==> config.mk <==
export PLATFORM = sky130hd
export DESIGN_NAME = cpu_boot_strap_config_flat
export DESIGN_NICKNAME = d
export VERILOG_FILES = /design/src/logic/boot_strap_pkg.sv /design/src/logic/boot_cfg_if.sv /design/src/logic/cpu_boot_strap_config.sv /design/src/flat_wrapper.sv
export VERILOG_INCLUDE_DIRS = /design/src /design/src/logic
export SDC_FILE = /design/constraint.sdc
export NUM_CORES = 1
export LEC_CHECK = 0
export ABC_CLOCK_PERIOD_IN_PS = 2100
export BUFFER_PORTS_ARGS = -buffer_cell sky130_fd_sc_hd__buf_2
export CORE_MARGIN = 2
export CORE_UTILIZATION = 49
export CTS_BUF_LIST = sky130_fd_sc_hd__clkbuf_4 sky130_fd_sc_hd__clkbuf_8
export DETAILED_ROUTE_END_ITERATION = 16
export GPL_TIMING_DRIVEN = 0
export PLACE_DENSITY = 0.92
export SLEW_MARGIN = 20
export SYNTH_ARGS = -nofsm -noshare
export SYNTH_HDL_FRONTEND = slang
export SYNTH_SLANG_ARGS = --single-unit
==> constraint.sdc <==
create_clock -name core_clk -period 2.1 [get_ports core_clk]
set_input_delay 0.21 -clock core_clk [delete_from_list [all_inputs] [get_ports core_clk]]
set_output_delay 0.21 -clock core_clk [all_outputs]
set_load 0.01 [all_outputs]
==> src/logic/boot_strap_consts.svh <==
`ifndef BOOT_STRAP_CONSTS_SVH
`define BOOT_STRAP_CONSTS_SVH

// strap codes
`define STRAP_CPU_LE      4'h0
`define STRAP_PCIE        4'h9
`define STRAP_MGMT_ADDR0  4'ha
`define STRAP_MGMT_ADDR31 4'hb
`define STRAP_CPU_BE      4'hc
`define STRAP_HOSTED      4'hf

// management slave addresses
`define MGMT_ADDR_LOW     5'h00
`define MGMT_ADDR_HIGH    5'h1f

// cycles after reset release before strap capture
`define STRAP_DELAY_CYC   4'h4

// reset values: cpu held, strap pins idle high
`define RST_GEN_CTRL      6'h01
`define RST_STRAP_CODE    4'hf

// general control register field positions
`define GC_CPU_HOLD       0
`define GC_BIG_ENDIAN     1
`define GC_BOOT_MAP       2
`define GC_SPORT_OWNER    3
`define GC_MGMT_ENABLE    4
`define GC_PCIE_ENABLE    5
`define GC_WIDTH          6

// controller register offsets
`define REG_CTRL          12'h000
`define REG_STATUS        12'h004
`define REG_CMD           12'h008
`define REG_RDATA         12'h00c

// controller command codes
`define CMD_WRITE         2'h1
`define CMD_READ          2'h2

`endif

==> src/logic/boot_strap_pkg.sv <==
package boot_strap_pkg;
  typedef enum logic [3:0]
  {
    LD_WAIT    = 4'h1,
    LD_CAPTURE = 4'h2,
    LD_RUN     = 4'h4,
    LD_IDLE    = 4'h8
  } loader_state_e;

  typedef enum logic [2:0]
  {
    HS_IDLE = 3'h1,
    HS_REQ  = 3'h2,
    HS_DONE = 3'h4
  } host_state_e;

  typedef logic [5:0] gen_ctrl_t;
endpackage

==> src/logic/boot_cfg_if.sv <==
`timescale 1ns/1ps
// register access path between host and device, plus strap pins
interface boot_cfg_if;
  logic [3:0] strap;
  logic       req;
  logic       we;
  logic [5:0] wdata;
  logic       ack;
  logic [5:0] rdata;

  modport device
  (
    input  strap,
    input  req,
    input  we,
    input  wdata,
    output ack,
    output rdata
  );

  modport host
  (
    output strap,
    output req,
    output we,
    output wdata,
    input  ack,
    input  rdata
  );
endinterface

==> src/logic/cpu_boot_strap_config.sv <==
// The APB interface to the registers and the register offsets were chosen for this implementation.
`timescale 1ns/1ps
`include "boot_strap_consts.svh"
module cpu_boot_strap_config
(
  input  wire logic       core_clk,
  input  wire logic       rstn,
  boot_cfg_if.device      cfg,
  input  wire logic       debug_select_n,
  input  wire logic       jtag_tck,
  input  wire logic       jtag_tms,
  input  wire logic       jtag_tdi,
  output logic            jtag_tdo,
  input  wire logic       dbg_tdo,
  input  wire logic       bscan_tdo,
  output logic            dbg_tck,
  output logic            dbg_tms,
  output logic            dbg_tdi,
  output logic            bscan_tck,
  output logic            bscan_tms,
  output logic            bscan_tdi,
  input  wire logic       cpu_image_ready,
  input  wire logic       pcie_bar_valid,
  input  wire logic [2:0] pcie_bar,
  output logic            pcie_to_regs,
  output logic            pcie_to_dram,
  output logic            cpu_run,
  output logic            cpu_big_endian,
  output logic            boot_map_active,
  output logic            low_region_is_flash,
  output logic            serial_port_owner,
  output logic            serial_slave_enable,
  output logic            mgmt_slave_enable,
  output logic [4:0]      mgmt_address,
  output logic            pcie_enable,
  output logic [3:0]      strap_code,
  output logic            strap_captured
);

  // ----------------------------------------------------------------
  // state
  // ----------------------------------------------------------------
  typedef struct packed
  {
    boot_strap_pkg::loader_state_e st;
    logic [3:0]                    delay;
    logic [3:0]                    code;
    boot_strap_pkg::gen_ctrl_t     ctrl;
    logic                          map_live;
    logic                          ack;
    logic [5:0]                    rdata;
  } dev_state_s;

  dev_state_s r;
  dev_state_s next_r;

  // ----------------------------------------------------------------
  // strap decode
  // ----------------------------------------------------------------
  function automatic boot_strap_pkg::gen_ctrl_t strap_reset_value(input logic [3:0] code);
    boot_strap_pkg::gen_ctrl_t v;
    v = '0;
    // only the two flash boot codes release the cpu
    v[`GC_CPU_HOLD] = 1'b1;
    unique case (code)
      `STRAP_CPU_LE:
      begin
        v[`GC_CPU_HOLD]    = 1'b0;
        v[`GC_BOOT_MAP]    = 1'b1;
        v[`GC_SPORT_OWNER] = 1'b1;
      end
      `STRAP_PCIE:        v[`GC_PCIE_ENABLE] = 1'b1;
      `STRAP_MGMT_ADDR0:  v[`GC_MGMT_ENABLE] = 1'b1;
      `STRAP_MGMT_ADDR31: v[`GC_MGMT_ENABLE] = 1'b1;
      `STRAP_CPU_BE:
      begin
        v[`GC_CPU_HOLD]    = 1'b0;
        v[`GC_BIG_ENDIAN]  = 1'b1;
        v[`GC_BOOT_MAP]    = 1'b1;
        v[`GC_SPORT_OWNER] = 1'b1;
      end
      default:            v[`GC_CPU_HOLD] = 1'b1;
    endcase
    return v;
  endfunction

  // ----------------------------------------------------------------
  // next state
  // ----------------------------------------------------------------
  always_comb
  begin
    next_r     = r;
    next_r.ack = 1'b0;
    unique case (r.st)
      boot_strap_pkg::LD_WAIT:
      begin
        // give strap pins time to settle after reset
        next_r.delay = r.delay + 4'h1;
        if (r.delay == `STRAP_DELAY_CYC)
          next_r.st = boot_strap_pkg::LD_CAPTURE;
      end
      boot_strap_pkg::LD_CAPTURE:
      begin
        next_r.code     = cfg.strap;
        next_r.ctrl     = strap_reset_value(cfg.strap);
        next_r.map_live = 1'b1;
        next_r.st       = boot_strap_pkg::LD_RUN;
      end
      boot_strap_pkg::LD_RUN,
      boot_strap_pkg::LD_IDLE:
      begin
        next_r.st = boot_strap_pkg::LD_RUN;
        // code is never reloaded here
        if (cfg.req && !r.ack)
        begin
          next_r.ack = 1'b1;
          if (cfg.we)
            next_r.ctrl = cfg.wdata;
          else
          begin
            next_r.rdata    = r.ctrl;
            next_r.map_live = r.ctrl[`GC_BOOT_MAP];
          end
        end
      end
    endcase
  end

  always_ff @(posedge core_clk or negedge rstn)
  begin
    if (!rstn)
    begin
      r.st       <= boot_strap_pkg::LD_WAIT;
      r.delay    <= 4'h0;
      r.code     <= `RST_STRAP_CODE;
      r.ctrl     <= `RST_GEN_CTRL;
      r.map_live <= 1'b1;
      r.ack      <= 1'b0;
      r.rdata    <= 6'h00;
    end
    else
      r <= next_r;
  end

  // ----------------------------------------------------------------
  // outputs
  // ----------------------------------------------------------------
  assign cfg.ack   = r.ack;
  assign cfg.rdata = r.rdata;

  // ----------------------------------------------------------------
  // startup and boot status
  // ----------------------------------------------------------------
  assign strap_captured      = (r.st == boot_strap_pkg::LD_RUN);
  assign strap_code          = r.code;
  // released cpu without serial port ownership waits for host image before start; held cpu never runs
  assign cpu_run             = strap_captured && !r.ctrl[`GC_CPU_HOLD]
                               && (r.ctrl[`GC_SPORT_OWNER] || cpu_image_ready);
  assign cpu_big_endian      = r.ctrl[`GC_BIG_ENDIAN];
  assign boot_map_active     = r.map_live;
  assign low_region_is_flash = r.map_live;
  assign serial_port_owner   = r.ctrl[`GC_SPORT_OWNER];
  // serial slave and boot ownership exclude each other
  assign serial_slave_enable = strap_captured && !r.ctrl[`GC_SPORT_OWNER];
  assign mgmt_slave_enable   = r.ctrl[`GC_MGMT_ENABLE];
  // address follows the held strap code, not the live pins
  assign mgmt_address        = (r.code == `STRAP_MGMT_ADDR31) ? `MGMT_ADDR_HIGH
                                                              : `MGMT_ADDR_LOW;
  assign pcie_enable         = r.ctrl[`GC_PCIE_ENABLE];
  // inbound window steering
  assign pcie_to_regs        = pcie_bar_valid && (pcie_bar == 3'h0);
  assign pcie_to_dram        = pcie_bar_valid && (pcie_bar == 3'h2);

  // ----------------------------------------------------------------
  // shared jtag steering
  // ----------------------------------------------------------------
  assign dbg_tck   = !debug_select_n ? jtag_tck : 1'b0;
  assign dbg_tms   = !debug_select_n ? jtag_tms : 1'b1;
  assign dbg_tdi   = !debug_select_n ? jtag_tdi : 1'b1;
  assign bscan_tck = debug_select_n ? jtag_tck : 1'b0;
  assign bscan_tms = debug_select_n ? jtag_tms : 1'b1;
  assign bscan_tdi = debug_select_n ? jtag_tdi : 1'b1;
  // return data from the selected controller only
  assign jtag_tdo  = debug_select_n ? bscan_tdo : dbg_tdo;

endmodule

==> src/flat_wrapper.sv <==
// flat-port wrapper written by rule: the top's interface ports become plain ports
module cpu_boot_strap_config_flat 
  (core_clk, rstn, debug_select_n, jtag_tck, jtag_tms, jtag_tdi, jtag_tdo, dbg_tdo, bscan_tdo, dbg_tck, dbg_tms, dbg_tdi, bscan_tck, bscan_tms, bscan_tdi, cpu_image_ready, pcie_bar_valid, pcie_bar, pcie_to_regs, pcie_to_dram, cpu_run, cpu_big_endian, boot_map_active, low_region_is_flash, serial_port_owner, serial_slave_enable, mgmt_slave_enable, mgmt_address, pcie_enable, strap_code, strap_captured, cfg_strap, cfg_req, cfg_we, cfg_wdata, cfg_ack, cfg_rdata);
  boot_cfg_if cfg_i ();
  input  wire logic core_clk;
  input  wire logic rstn;
  input  wire logic debug_select_n;
  input  wire logic jtag_tck;
  input  wire logic jtag_tms;
  input  wire logic jtag_tdi;
  output logic jtag_tdo;
  input  wire logic dbg_tdo;
  input  wire logic bscan_tdo;
  output logic dbg_tck;
  output logic dbg_tms;
  output logic dbg_tdi;
  output logic bscan_tck;
  output logic bscan_tms;
  output logic bscan_tdi;
  input  wire logic cpu_image_ready;
  input  wire logic pcie_bar_valid;
  input  wire logic [2:0] pcie_bar;
  output logic pcie_to_regs;
  output logic pcie_to_dram;
  output logic cpu_run;
  output logic cpu_big_endian;
  output logic boot_map_active;
  output logic low_region_is_flash;
  output logic serial_port_owner;
  output logic serial_slave_enable;
  output logic mgmt_slave_enable;
  output logic [4:0] mgmt_address;
  output logic pcie_enable;
  output logic [3:0] strap_code;
  output logic strap_captured;
  input wire logic [$bits(cfg_i.strap)-1:0] cfg_strap;
  input wire logic [$bits(cfg_i.req)-1:0] cfg_req;
  input wire logic [$bits(cfg_i.we)-1:0] cfg_we;
  input wire logic [$bits(cfg_i.wdata)-1:0] cfg_wdata;
  output wire logic [$bits(cfg_i.ack)-1:0] cfg_ack;
  output wire logic [$bits(cfg_i.rdata)-1:0] cfg_rdata;
  assign cfg_i.strap = cfg_strap;
  assign cfg_i.req = cfg_req;
  assign cfg_i.we = cfg_we;
  assign cfg_i.wdata = cfg_wdata;
  assign cfg_ack = cfg_i.ack;
  assign cfg_rdata = cfg_i.rdata;
  cpu_boot_strap_config u_core (.core_clk(core_clk), .rstn(rstn), .cfg(cfg_i), .debug_select_n(debug_select_n), .jtag_tck(jtag_tck), .jtag_tms(jtag_tms), .jtag_tdi(jtag_tdi), .jtag_tdo(jtag_tdo), .dbg_tdo(dbg_tdo), .bscan_tdo(bscan_tdo), .dbg_tck(dbg_tck), .dbg_tms(dbg_tms), .dbg_tdi(dbg_tdi), .bscan_tck(bscan_tck), .bscan_tms(bscan_tms), .bscan_tdi(bscan_tdi), .cpu_image_ready(cpu_image_ready), .pcie_bar_valid(pcie_bar_valid), .pcie_bar(pcie_bar), .pcie_to_regs(pcie_to_regs), .pcie_to_dram(pcie_to_dram), .cpu_run(cpu_run), .cpu_big_endian(cpu_big_endian), .boot_map_active(boot_map_active), .low_region_is_flash(low_region_is_flash), .serial_port_owner(serial_port_owner), .serial_slave_enable(serial_slave_enable), .mgmt_slave_enable(mgmt_slave_enable), .mgmt_address(mgmt_address), .pcie_enable(pcie_enable), .strap_code(strap_code), .strap_captured(strap_captured));
endmodule
== Yosys cells after proc, flatten, opt, wreduce, memory -nomap -nowiden ==
Index checks and enable logic that the tools add are counted.

* Add/subtract/negate cells: 1
* $mul: 0
* Divide/modulo/power cells: 0
* $lt $le $gt $ge: 0
* Equal/unequal tests: 15
* Shift operators: 0
* Multiplexer cells: 21
* Bitwise logic cells: 1
* Reductions and logical operators: 20

{| class="wikitable"
|+ Operators by type and width
! operator !! count
|-
| $eq 4x4->1 const B || 6
|-
| $mux 14 || 1
|-
| $pmux 7 s2 || 1
|-
| $mux 1 || 12
|-
| $mux 6 || 2
|-
| $reduce_and 3->1 || 3
|-
| $eq 4x3->1 const B || 2
|-
| $pmux 4 s2 || 1
|-
| $mux 7 || 1
|-
| $logic_and 1x1->1 || 6
|-
| $reduce_or 2->1 || 3
|-
| $mux 5 || 1
|-
| $add 4x1->4 const B || 1
|-
| $eq 4x1->1 const B || 1
|-
| $eq 4x2->1 const B || 1
|-
| $logic_not 4->1 || 1
|-
| $mux 4 || 1
|-
| $ne 2x1->1 const B || 2
|-
| $ne 2x2->1 const B || 2
|-
| $eq 3x2->1 const B || 1
|-
| $logic_not 1->1 || 3
|-
| $logic_not 3->1 || 1
|-
| $reduce_or 3->1 || 1
|-
| $mux 2 || 1
|-
| other kinds (3) || 3
|}

* Flip-flop bits (word level): 26
* Bits in latches: 0
* RAM bits: 0
* Memory bits (read-only): 0
* Bits of input ports: 25
* Memories: 0

== Logic depth before layout (Yosys ltp) ==
Gate-level depths: netlist of run 1.

* Depth in word-level cells: 4
* Mapped depth: 6
* Mapped depth without buffers: 5

== Worst setup path before layout of run 1 ==
No wires, ideal clock.

* Kind: register to register
* Start: reg u_core.r[22] (netlist bit)
* End: reg u_core.r, in the netlist u_core.boot_map_active
* Setup time: 0.075 ns
* Arrival: 1.444 ns
* Data required time: 2.025 ns
* Setup slack: 0.581 ns
* Cell stages (with the launch flop): 7
* Path buffers: 2
* Period minus slack after synthesis: 1.519 ns
* Cell sequence: dfstp_2 > buf_2 > or3b_1 > buf_2 > inv_2 > a221oi_1 > a2bb2oi_1

* Cells in the longest elaborated chain, start to end: 4

{| class="wikitable"
|+ RTL lines
! element !! RTL line !! source
|-
| from (decl) || cpu_boot_strap_config.sv:54 || <nowiki>dev_state_s r;</nowiki>
|-
| from (signal assigned) || cpu_boot_strap_config.sv:142 || <nowiki>r <= next_r;</nowiki>
|-
| $eq 4x3->1 (*) || -- ||
|-
| net strap_captured || flat_wrapper.sv:35 || <nowiki>output logic strap_captured;</nowiki>
|-
| $reduce_or 2->1 (*) || cpu_boot_strap_config.sv:94 || <nowiki>unique case (r.st)</nowiki>
|-
| $ne 2x1->1 (no line) (tied with other cells) || -- ||
|-
| $reduce_and 3->1 (no line) || -- ||
|}

Mark *: on every way through the listed nets, which the timed path passes. The rest lies on a longest branch.
A chain may end at the register's enable or synchronous reset.

== Final worst setup path of run 1 ==
* Start: reg u_core.r[22] (netlist bit)
* End: out cpu_run

* Cells in the longest elaborated chain, start to end: 3

{| class="wikitable"
|+ RTL lines
! element !! RTL line !! source
|-
| $eq 4x3->1 || cpu_boot_strap_config.sv:154 || <nowiki>assign strap_captured = (r.st == boot_strap_pkg::LD_RUN);</nowiki>
|-
| $logic_and 1x1->1 (2 in a row) || cpu_boot_strap_config.sv:157 || <nowiki>assign cpu_run = strap_captured && !r.ctrl[`GC_CPU_HOLD]</nowiki>
|-
| to (decl) || flat_wrapper.sv:25 || <nowiki>output logic cpu_run;</nowiki>
|}

Every way passes these cells.

==> load_flow_metrics.sql, run 1 <==
INSERT INTO impl_metrics (metric_group, metric, value, unit) VALUES
('hold_path', 'hold_path_class', 'in -> reg', ''),
('synth', 'yosysTopAreaCellShare', '32.06', '%'),
('synth', 'synth_cell_type_count', '39', ''),
('synth', 'yosys_warnings', '0', ''),
('finish', 'largest_register_ffs', '9', ''),
('route', 'detailroute.via_count', '1159', ''),
('finish', 'layout.nets', '220', ''),
('clock_tree', 'numCtsBuffers', '3', ''),
('grt', 'grt_start_max_net_pins', '26', ''),
('synth', 'yosys.cell_count.top_type', 'sky130_fd_sc_hd__dfrtp_1', ''),
('grt', 'initial_antenna_violation_count', '0', ''),
('hold_path', 'worstHoldStart', 'cfg_we', ''),
('grt', 'grt_overflow', '0', ''),
('die', 'start_util', '51.40', '%'),
('route', 'detail_route.first_pass.iterations', '4', ''),
('worst_setup_path', 'timing.critical_path.cells', 'buf_2 > or3b_1 > buf_2 > nor3_1 > buf_2', ''),
('clock_tree', 'clock_tree.buffer_depth', '2', ''),
('finish', 'area.growth.synth_to_final', '26.27', '%'),
('pwr', 'share_clk_of_total_power', '19.5', '%'),
('pwr', 'p_switching', '329.5', 'uW'),
('sta', 'hold_viol_final', '0', ''),
('route', 'route.final.wire_length', '2.892', 'mm'),
('finish', 'max_flop_register', 'u_core.r', ''),
('worst_setup_path', 'crit_fanout', '10', ''),
('synth', 'yosys.area_share.xor_xnor', '2.493', '%'),
('synth', 'synth_top_family_by_area', 'simple AND/OR/NAND/NOR gates', ''),
('worst_setup_path', 'arrival', '1.72', 'ns'),
('finish', 'diodes', '0', ''),
('pwr', 'vdd_drop_max', '0.5095', 'mV'),
('worst_setup_path', 'reg2reg_from', 'u_core.r[22]', ''),
('worst_setup_path', 'worst-r2r-setup-slack', '0.41', 'ns'),
('synth', 'synthFlopType', 'sky130_fd_sc_hd__dfrtp_1', ''),
('clock_tree', 'post_cts_resize_count', '0', ''),
('worst_setup_path', 'setup.worst_path.start_class', 'flip-flop', ''),
('die', 'std_cell_rows', '19', ''),
('pwr', 'power_density', '663.2', 'mW/mm^2'),
('pwr', 'p_leak', '0.0008959', 'uW'),
('finish', 'stdcell_count', '223', ''),
('clock_tree', 'cts_max_level', '1', ''),
('synth', 'seq_area_frac_synth', '45.15', '%'),
('die', 'die_w', '57.55', 'um'),
('sta', 'setup-tns-final', '0', 'ns'),
('synth', 'netlist_top_cells_area', 'sky130_fd_sc_hd__dfrtp_1 32%, sky130_fd_sc_hd__dfstp_2 13%, sky130_fd_sc_hd__buf_4 8.0%', ''),
('route', 'route.antenna.remaining_nets', '0', ''),
('worst_setup_path', 'worstSetupStartpoint', 'u_core.r[22]', ''),
('clock_tree', 'clkSlewWorstSetupHoldPaths', '0.13', 'ns'),
('die', 'core_area', '0.002734', 'sq mm'),
('clock_tree', 'clock_tree.root_cell', 'sky130_fd_sc_hd__clkbuf_4', ''),
('pwr', 'power_report.internal_total', '847.1', 'uW'),
('grt', 'first_pass_grt_wire_length', '4.878', 'mm'),
('sta', 'setup-violations-final', '0', ''),
('route', 'route.detailed.drc', '0', ''),
('hold_path', 'hold-path-endpoint', 'u_core.boot_map_active', ''),
('pwr', 'combinational_share_of_power', '29.7', '%'),
('pwr', 'power_share_of_the_sequential_group', '50.9', '%'),
('die', 'boundaryPins', '59', ''),
('route', 'detail_route.vias_per_cell', '5.197', ''),
('finish', 'layout_cell_share_with_drive_strength_beyond_1', '53.65', '%'),
('grt', 'vias_in_the_first_global_route', '1125', ''),
('synth', 'share_of_flip_flops_with_an_asynchronous_set_or_reset', '100.0', '%'),
('synth', 'synth_fa_ha_area_share', '1.781', '%'),
('run_status', 'run_status', 'completed', ''),
('place', 'gp_congestion', '0.8274', ''),
('synth', 'synth_top_area_cell', 'sky130_fd_sc_hd__dfrtp_1', ''),
('worst_setup_path', 'worstReg2RegEnd', 'u_core.r[21]', ''),
('worst_setup_path', 'cp.required', '1.89', 'ns'),
('synth', 'syn_avg_cell_area', '10.89', 'sq um'),
('sta', 'unrepaired_setup_endpoints_after_global_routing', 'false', ''),
('clock_tree', 'numClockSinks', '25', ''),
('clock_tree', 'clock_latency', '0.32', 'ns'),
('place', 'dp.final_hpwl', '2.290', 'mm');
[worst max path at each step]
stage                                   endpoint  slack (ns)  cells after the start
after CTS                                cpu_run        0.18                      5
after floorplan           u_core.boot_map_active        0.58                      6
final                                    cpu_run        0.17                      5
after global placement    u_core.boot_map_active        0.46                      6
after global routing                     cpu_run        0.11                      5
after detailed placement            u_core.r[21]        0.41                      4
[kinds of logic after synthesis]
| logic type | Yosys count |
|---|---|
| simple gates | 40 |
| xor+xnor | 4 |
| buf+inv | 27 |
| mux | 11 |
| flops | 25 |
| compound gates | 20 |
| fa+ha+maj | 2 |
[worst max-delay path, delay by kind of cell (launching register included)]
family / cells / cell delay (ns)
buf+inv: 3 / 0.50
flops: 1 / 0.38
simple gates: 2 / 0.51
[repair_timing]
item | CTS | global route
hold endpoints to repair | 18 | 0
setup buffers | 0 | 0
hold buffers | 1 | 0
endpoints found under the setup margin | 0 | 0
[final cells by class]
cell class                      count  area (sq um)  area share [%]
Buffer                             21         146.4           8.251
Clock buffer                        4         30.03           1.693
Inverter                            6         22.52           1.269
Multi-Input combinational cell     77         601.8           33.92
Sequential cell                    25         634.4           35.75
Tap cell                           31         38.79           2.186
Timing Repair Buffer               59         300.3           16.93
[per-stage QoR]
| stage | hold slack (ns) | setup slack (ns) | power [uW] | utilization (%) | area, sq um |
|---|---|---|---|---|---|
| 2_1_floorplan | -0.08559 | 0.5811 | 819.8 | - | 1405 |
| 3_3_place_gp | 0.2200 | 0.4634 | 946.0 | 63.43 | 1734 |
| 3_5_place_dp | 0.2301 | 0.4137 | 960.3 | 63.43 | 1734 |
| 4_1_cts | 0.1410 | 0.1771 | 1191 | 64.90 | 1774 |
| 5_1_grt | 0.1446 | 0.1095 | 1239 | 64.90 | 1774 |
| 6_report | 0.1398 | 0.1739 | 1177 | 64.90 | 1774 |
[routing by layer]
metal	GRT usage [%]	part of all wire (%)
met1	23.10	42
met2	33.44	49
met3	3.628	6.8
met4	5.980	1.4
met5	0	0
[placed cells by master (no fill, tap or decap), types with 2 or more instances in the layout]
cell type,Yosys,layout
sky130_fd_sc_hd__buf_2,3,61
sky130_fd_sc_hd__dfrtp_1,18,18
sky130_fd_sc_hd__buf_4,15,15
sky130_fd_sc_hd__nand4_1,7,7
sky130_fd_sc_hd__dfstp_2,7,7
sky130_fd_sc_hd__a211oi_1,6,6
sky130_fd_sc_hd__mux2_4,6,6
sky130_fd_sc_hd__inv_1,5,5
sky130_fd_sc_hd__nor2_1,5,5
sky130_fd_sc_hd__nand2b_1,5,5
sky130_fd_sc_hd__mux2_2,5,5
sky130_fd_sc_hd__a31oi_1,5,5
sky130_fd_sc_hd__xnor2_1,4,4
sky130_fd_sc_hd__clkbuf_4,0,4
sky130_fd_sc_hd__nor2b_1,3,3
sky130_fd_sc_hd__o21ai_0,3,3
sky130_fd_sc_hd__nor3_1,2,2
sky130_fd_sc_hd__nor4bb_1,2,2
sky130_fd_sc_hd__or2_2,2,2
sky130_fd_sc_hd__clkbuf_1,2,2
sky130_fd_sc_hd__nor3b_1,2,2
sky130_fd_sc_hd__nand3_1,2,2
sky130_fd_sc_hd__nand2_1,2,2
sky130_fd_sc_hd__ha_1,2,2
[power groups by stage]
stage / Sequential (uW) / Combinational, uW / Clock [uW]
final: 599 / 349 / 229
after global routing: 608 / 384 / 247
after CTS: 600 / 354 / 237
after detailed placement: 609 / 351 / 0
after global placement: 605 / 341 / 0
after floorplan: 605 / 215 / 0
(Power assumes the default switching activity.)
==> inputs of run 2 (changes only) <==
--- a/config.mk
+++ b/config.mk
@@ -9,11 +9,11 @@
 export ABC_CLOCK_PERIOD_IN_PS = 2100
 export BUFFER_PORTS_ARGS = -buffer_cell sky130_fd_sc_hd__buf_2
 export CORE_MARGIN = 2
-export CORE_UTILIZATION = 49
+export CORE_UTILIZATION = 40
 export CTS_BUF_LIST = sky130_fd_sc_hd__clkbuf_4 sky130_fd_sc_hd__clkbuf_8
 export DETAILED_ROUTE_END_ITERATION = 16
 export GPL_TIMING_DRIVEN = 0
-export PLACE_DENSITY = 0.92
+export PLACE_DENSITY = 0.79
 export SLEW_MARGIN = 20
 export SYNTH_ARGS = -nofsm -noshare
 export SYNTH_HDL_FRONTEND = slang
==> load_flow_metrics.sql, run 2 (synthesis results as in run 1) <==
INSERT INTO impl_metrics (metric_group, metric, value, unit) VALUES
('sta', 'maxSlewHeadroom', '62.53', '%'),
('sta', 'fin_worst_skew', '0.01099', 'ns'),
('grt', 'vias_in_the_first_global_route', '1073', ''),
('sta', 'final_min_period_over_clock_period', '91.17', '%'),
('clock_tree', 'clock_tree.buffer_depth', '2', ''),
('sta', 'max_slew_violation_count', '0', ''),
('pwr', 'power_density', '644.8', 'mW/mm^2'),
('finish', 'layout.nets', '220', ''),
('worst_setup_path', 'reg2reg_from', 'u_core.r[22]', ''),
('die', 'core_area', '0.003363', 'sq mm'),
('finish', 'diodes', '0', ''),
('worst_setup_path', 'critPathCapture', 'cpu_run', ''),
('die', 'boundaryPins', '59', ''),
('sta', 'setup-violations-final', '0', ''),
('finish', 'largest_register_ffs', '9', ''),
('finish', 'area.growth.synth_to_final', '27.43', '%'),
('finish', 'most_common_library_cell_in_the_layout_ignoring_fill_and_taps', 'sky130_fd_sc_hd__buf_2', ''),
('place', 'dp.final_hpwl', '2.230', 'mm'),
('finish', 'fillerInstances', '336', ''),
('place', 'port-buffer-count', '58', ''),
('route', 'met2_wl', '1.281', 'mm'),
('route', 'wl_per_cell', '11.88', 'um'),
('finish', 'max_flop_register', 'u_core.r', ''),
('finish', 'layout_cell_share_with_drive_strength_beyond_1', '53.65', '%'),
('finish', 'mostFrequentLayoutCells', '61 x sky130_fd_sc_hd__buf_2, 18 x sky130_fd_sc_hd__dfrtp_1, 15 x sky130_fd_sc_hd__buf_4', ''),
('worst_setup_path', 'cp.required', '1.89', 'ns'),
('run_status', 'run_status', 'completed', ''),
('route', 'route.detailed.drc', '0', ''),
('sta', 'setup-tns-final', '0', 'ns'),
('place', 'gp_congestion', '0.7961', ''),
('clock_tree', 'clock_tree.root_cell', 'sky130_fd_sc_hd__clkbuf_4', ''),
('die', 'start_util', '41.78', '%'),
('sta', 'finalCriticalPeriod', '1.915', 'ns'),
('clock_tree', 'tritoncts', 'yes', ''),
('worst_setup_path', 'setup.worst_path.class', 'reg -> out', ''),
('worst_setup_path', 'worst-r2r-setup-slack', '0.43', 'ns'),
('worst_setup_path', 'setup.worst_path.start_class', 'flip-flop', ''),
('route', 'met3_wirelength', '249', 'um'),
('route', 'detail_route.wirelength.met1', '1.274', 'mm'),
('worst_setup_path', 'worstSetupStartpoint', 'u_core.r[22]', ''),
('grt', 'grt_overflow', '0', ''),
('worst_setup_path', 'crit_fanout', '10', ''),
('grt', 'first_pass_grt_wire_length', '4.685', 'mm'),
('worst_setup_path', 'worstReg2RegEnd', 'u_core.boot_map_active', ''),
('worst_setup_path', 'timing.critical_path.to_type', 'primary output', ''),
('pwr', 'p_leak', '0.0008952', 'uW'),
('route', 'route.final.wire_length', '2.827', 'mm'),
('route', 'detailedRoute.firstIterationViolations', '40', ''),
('clock_tree', 'numClockSinks', '25', ''),
('route', 'route.antenna.remaining_nets', '0', ''),
('clock_tree', 'numCtsBuffers', '3', ''),
('grt', 'grt_usage', '14.31', '%'),
('sta', 'final.hold.worst_slack', '0.1574', 'ns'),
('grt', 'grt_start_max_net_pins', '26', ''),
('sta', 'tightestPinTransition', '0.5608', 'ns'),
('route', 'detailroute.via_count', '1158', ''),
('pwr', 'vdd_drop_max', '0.2440', 'mV'),
('sta', 'unrepaired_setup_endpoints_after_global_routing', 'false', ''),
('route', 'top_layer_used', 'met4', ''),
('hold_path', 'hold_path_class', 'in -> reg', ''),
('run', 'drv.max_cap_violation_count', '0', ''),
('grt', 'initial_antenna_violation_count', '0', ''),
('worst_setup_path', 'worstRegToRegCells', '6', ''),
('sta', 'max_freq', '522.3', 'MHz'),
('worst_setup_path', 'arrival', '1.70', 'ns'),
('sta', 'hold_viol_final', '0', ''),
('route', 'detail_route.vias_per_cell', '4.866', ''),
('clock_tree', 'clock_latency', '0.31', 'ns'),
('die', 'dieArea', '0.004003', 'sq mm'),
('pwr', 'p_total', '1155', 'uW'),
('die', 'die_height', '63.27', 'um'),
('clock_tree', 'clkSlewWorstSetupHoldPaths', '0.14', 'ns'),
('route', 'detail_route.first_pass.iterations', '4', ''),
('die', 'die_w', '63.27', 'um'),
('die', 'std_cell_rows', '21', ''),
('clock_tree', 'cts_max_level', '1', '');
[run 2: layout make-up]
class	count	area, sq um	share of cell area [%]
multi-input combinational	77	601.8	33.61
buffer	21	146.4	8.176
clock buffer	3	22.52	1.258
sequential	25	634.4	35.43
timing repair buffer	59	300.3	16.77
tap	46	57.56	3.215
inverter	6	22.52	1.258
clock inverter	1	5.005	0.2795
[run 2: what timing repair did]
action / CTS / global route
hold buffers: 1 / 0
endpoints found under the setup margin: 0 / 0
setup buffers: 0 / 0
endpoints found under the hold margin: 18 / 0
resized for setup: 0 / 0
[run 2: power breakdown]
part	leakage (uW)	internal, uW	switching [uW]	total (uW)
combinational	0.000583	207	142	348
clock	0.0000177	71.1	139	210
sequential	0.000295	553	43.6	596
total	0.000895	831	324	1150
[run 2: worst min-delay path by stage]
stage                 startpoint              endpoint  slack, ns  cells after the start
floorplan                   rstn        u_core.cfg.ack      -0.09                      0
global placement            rstn   u_core.cfg.rdata[2]       0.23                      1
detailed placement          rstn   u_core.cfg.rdata[2]       0.22                      1
CTS                 cfg_strap[0]  u_core.strap_code[0]       0.15                      2
global route        cfg_strap[0]  u_core.strap_code[0]       0.14                      2
finish              cfg_strap[0]  u_core.strap_code[0]       0.16                      2
[run 2: per-stage QoR]
step | worst slack (ns) | area (sq um) | utilization (%) | std cells
after CTS | 0.1571 | 1790 | 53.24 | 238
after global routing | 0.1068 | 1790 | 53.24 | 238
final | 0.1855 | 1790 | 53.24 | 238
after detailed placement | 0.4378 | 1753 | 52.12 | 233
after floorplan | 0.5811 | 1405 | - | 129
after global placement | 0.4427 | 1753 | 52.12 | 233
[run 2: worst max-delay path: stages (launching register included)]
cell and delay [ns]:
sky130_fd_sc_hd__dfstp_2 0.38, sky130_fd_sc_hd__buf_2 0.15, sky130_fd_sc_hd__or3b_1 0.34, sky130_fd_sc_hd__buf_2 0.18, sky130_fd_sc_hd__nor3_1 0.18, sky130_fd_sc_hd__buf_2 0.16
[run 2: layer usage]
metal	up-vias	global-route usage, %
met4	0	3.804
met2	52	24.07
met1	526	18.61
met5	-	0
li1	578	-
met3	2	3.214
==> inputs of run 3 (changes only) <==
--- a/config.mk
+++ b/config.mk
@@ -8,12 +8,14 @@
 export LEC_CHECK = 0
 export ABC_CLOCK_PERIOD_IN_PS = 2100
 export BUFFER_PORTS_ARGS = -buffer_cell sky130_fd_sc_hd__buf_2
+export CELL_PAD_IN_SITES_DETAIL_PLACEMENT = 0
+export CELL_PAD_IN_SITES_GLOBAL_PLACEMENT = 1
 export CORE_MARGIN = 2
-export CORE_UTILIZATION = 40
+export CORE_UTILIZATION = 37
 export CTS_BUF_LIST = sky130_fd_sc_hd__clkbuf_4 sky130_fd_sc_hd__clkbuf_8
 export DETAILED_ROUTE_END_ITERATION = 16
 export GPL_TIMING_DRIVEN = 0
-export PLACE_DENSITY = 0.79
+export PLACE_DENSITY = 0.92
 export SLEW_MARGIN = 20
 export SYNTH_ARGS = -nofsm -noshare
 export SYNTH_HDL_FRONTEND = slang
==> load_flow_metrics.sql, run 3 (synthesis results as in run 1) <==
INSERT INTO impl_metrics (metric_group, metric, value, unit) VALUES
('worst_setup_path', 'slowest_library_cell_on_the_worst_path', 'sky130_fd_sc_hd__dfstp_2', ''),
('pwr', 'power_share_of_the_sequential_group', '48.3', '%'),
('route', 'detailroute.via_count', '1173', ''),
('finish', 'layout.nets', '220', ''),
('die', 'core_area', '0.003661', 'sq mm'),
('sta', 'final.hold.worst_slack', '0.2067', 'ns'),
('clock_tree', 'post_cts_resize_count', '0', ''),
('clock_tree', 'tritoncts', 'yes', ''),
('clock_tree', 'clkSlewWorstSetupHoldPaths', '0.08', 'ns'),
('grt', 'first_pass_grt_wire_length', '4.733', 'mm'),
('sta', 'final_min_period_over_clock_period', '88.01', '%'),
('run', 'drv.max_cap_violation_count', '0', ''),
('grt', 'initial_antenna_violation_count', '0', ''),
('finish', 'mostFrequentLayoutCells', '61 x sky130_fd_sc_hd__buf_2, 18 x sky130_fd_sc_hd__dfrtp_1, 15 x sky130_fd_sc_hd__buf_4', ''),
('sta', 'setup-violations-final', '0', ''),
('sta', 'setup-tns-final', '0', 'ns'),
('sta', 'tightestPinTransition', '0.6052', 'ns'),
('clock_tree', 'numClockSinks', '25', ''),
('finish', 'diodes', '0', ''),
('clock_tree', 'cts_hold_repair.buffers', '1', ''),
('worst_setup_path', 'crit_fanout', '10', ''),
('worst_setup_path', 'crit_path_frequent_cell', 'sky130_fd_sc_hd__buf_2', ''),
('sta', 'hold_viol_final', '0', ''),
('sta', 'max_freq', '541.1', 'MHz'),
('clock_tree', 'clock_tree.root_cell', 'sky130_fd_sc_hd__clkbuf_8', ''),
('route', 'wl_per_cell', '11.99', 'um'),
('pwr', 'p_switching', '330.0', 'uW'),
('die', 'die_height', '65.63', 'um'),
('die', 'boundaryPins', '59', ''),
('finish', 'largest_register_ffs', '9', ''),
('route', 'route.detailed.drc', '0', ''),
('pwr', 'p_total', '1238', 'uW'),
('pwr', 'vdd_drop_max', '0.2185', 'mV'),
('pwr', 'power_report.internal_total', '908.3', 'uW'),
('clock_tree', 'clock_tree.buffer_depth', '2', ''),
('die', 'start_util', '38.38', '%'),
('route', 'detailedRoute.firstIterationViolations', '50', ''),
('worst_setup_path', 'timing.critical_path.cells', 'buf_2 > or3b_1 > buf_2 > nor3_1 > buf_2', ''),
('clock_tree', 'clock_latency', '0.27', 'ns'),
('sta', 'max_slew_violation_count', '0', ''),
('hold_path', 'hold_path_class', 'in -> reg', ''),
('route', 'route.antenna.remaining_nets', '0', ''),
('die', 'std_cell_rows', '22', ''),
('worst_setup_path', 'setup.worst_path.class', 'reg -> out', ''),
('sta', 'finalCriticalPeriod', '1.848', 'ns'),
('grt', 'grt_start_max_net_pins', '26', ''),
('clock_tree', 'post-cts-setup-buffers', '0', ''),
('worst_setup_path', 'setup.worst_path.start_class', 'flip-flop', ''),
('route', 'detail_route.vias_per_cell', '4.888', ''),
('finish', 'area.growth.synth_to_final', '29.12', '%'),
('worst_setup_path', 'cp.required', '1.89', 'ns'),
('pwr', 'power_switching_share', '26.65', '%'),
('die', 'die_w', '65.63', 'um'),
('die', 'dieArea', '0.004307', 'sq mm'),
('finish', 'post-route-util', '49.56', '%'),
('grt', 'grt_usage', '14.22', '%'),
('place', 'dp.final_hpwl', '2.245', 'mm'),
('worst_setup_path', 'timing.critical_path.to_type', 'primary output', ''),
('sta', 'fin_worst_skew', '0.004024', 'ns'),
('sta', 'maxSlewHeadroom', '59.57', '%'),
('pwr', 'power_density', '682.5', 'mW/mm^2'),
('clock_tree', 'cts_max_level', '1', ''),
('pwr', 'combinational_share_of_power', '28.0', '%'),
('place', 'gp_congestion', '0.7755', ''),
('worst_setup_path', 'arrival', '1.64', 'ns'),
('finish', 'layout_cell_share_with_drive_strength_beyond_1', '53.65', '%'),
('route', 'detail_route.first_pass.iterations', '4', ''),
('worst_setup_path', 'critical-path-max-stage-delay', '0.36', 'ns'),
('route', 'route.final.wire_length', '2.877', 'mm'),
('finish', 'max_flop_register', 'u_core.r', ''),
('clock_tree', 'numCtsBuffers', '3', ''),
('grt', 'vias_in_the_first_global_route', '1083', ''),
('pwr', 'p_leak', '0.0009037', 'uW'),
('grt', 'grt_overflow', '0', ''),
('sta', 'unrepaired_setup_endpoints_after_global_routing', 'false', ''),
('pwr', 'share_clk_of_total_power', '23.8', '%'),
('finish', 'most_common_library_cell_in_the_layout_ignoring_fill_and_taps', 'sky130_fd_sc_hd__buf_2', ''),
('place', 'port-buffer-count', '58', ''),
('run_status', 'run_status', 'completed', '');
## run 3: cell types whose count changed in the layout (fill, tap and decap cells not counted)
| cell | delta |
|---|---|
| sky130_fd_sc_hd__clkinv_2 | -1 |
| sky130_fd_sc_hd__clkbuf_8 | +3 |
| sky130_fd_sc_hd__clkbuf_4 | -2 |
## run 3: final timing paths
path | start | end | slack (ns) | cells past startpoint
worst max-delay path | u_core.r[22] | cpu_run | 0.25 | 5
worst min-delay path | cfg_strap[0] | u_core.strap_code[0] | 0.21 | 2
worst max register to register | u_core.r[22] | u_core.boot_map_active | 0.39 | 6
worst min register to register | u_core.r[21] | u_core.r[21] | 0.47 | 1
max in group asynchronous | rstn | u_core.strap_code[0] | 1.27 | 2
min in group asynchronous | rstn | u_core.cfg.rdata[2] | 0.46 | 2
## run 3: metrics by stage
stage / setup slack, ns / instances / area, sq um
after floorplan: 0.5811 / 129 / 1405
after global placement: 0.4333 / 235 / 1755
after detailed placement: 0.4076 / 235 / 1755
after CTS: 0.2531 / 240 / 1814
after global routing: 0.1804 / 240 / 1814
final: 0.2518 / 240 / 1814
## run 3: layer usage
| layer | track usage, % | wire length, um | vias up | part of all wire [%] |
|---|---|---|---|---|
| li1 | - | - | 573 | - |
| met1 | 17.19 | 1277 | 541 | 44 |
| met2 | 24.62 | 1327 | 54 | 46 |
| met3 | 1.884 | 213 | 5 | 7.4 |
| met4 | 7.031 | 58 | 0 | 2.0 |
| met5 | 0 | 0 | - | 0 |
## run 3: cell type report
class                      instances  area, sq um
buffer                            21        146.4
clock buffer                       4        48.80
fill                             351         1847
inverter                           6        22.52
multi-input combinational         77        601.8
sequential                        25        634.4
tap                               48        60.06
timing repair buffer              59        300.3
## run 3: worst max-delay path: cells and delay by family (launching register included)
family | cells | cell delay, ns
buffers and inverters | 3 | 0.50
and+or+nand+nor | 2 | 0.51
DFF | 1 | 0.36
## run 3: power by group through the flow
stage | logic [uW] | registers, uW | clock network [uW]
2_1_floorplan | 215 | 605 | 0
3_3_place_gp | 345 | 605 | 0
3_5_place_dp | 349 | 609 | 0
4_1_cts | 351 | 599 | 301
5_1_grt | 378 | 609 | 317
6_report | 346 | 598 | 294
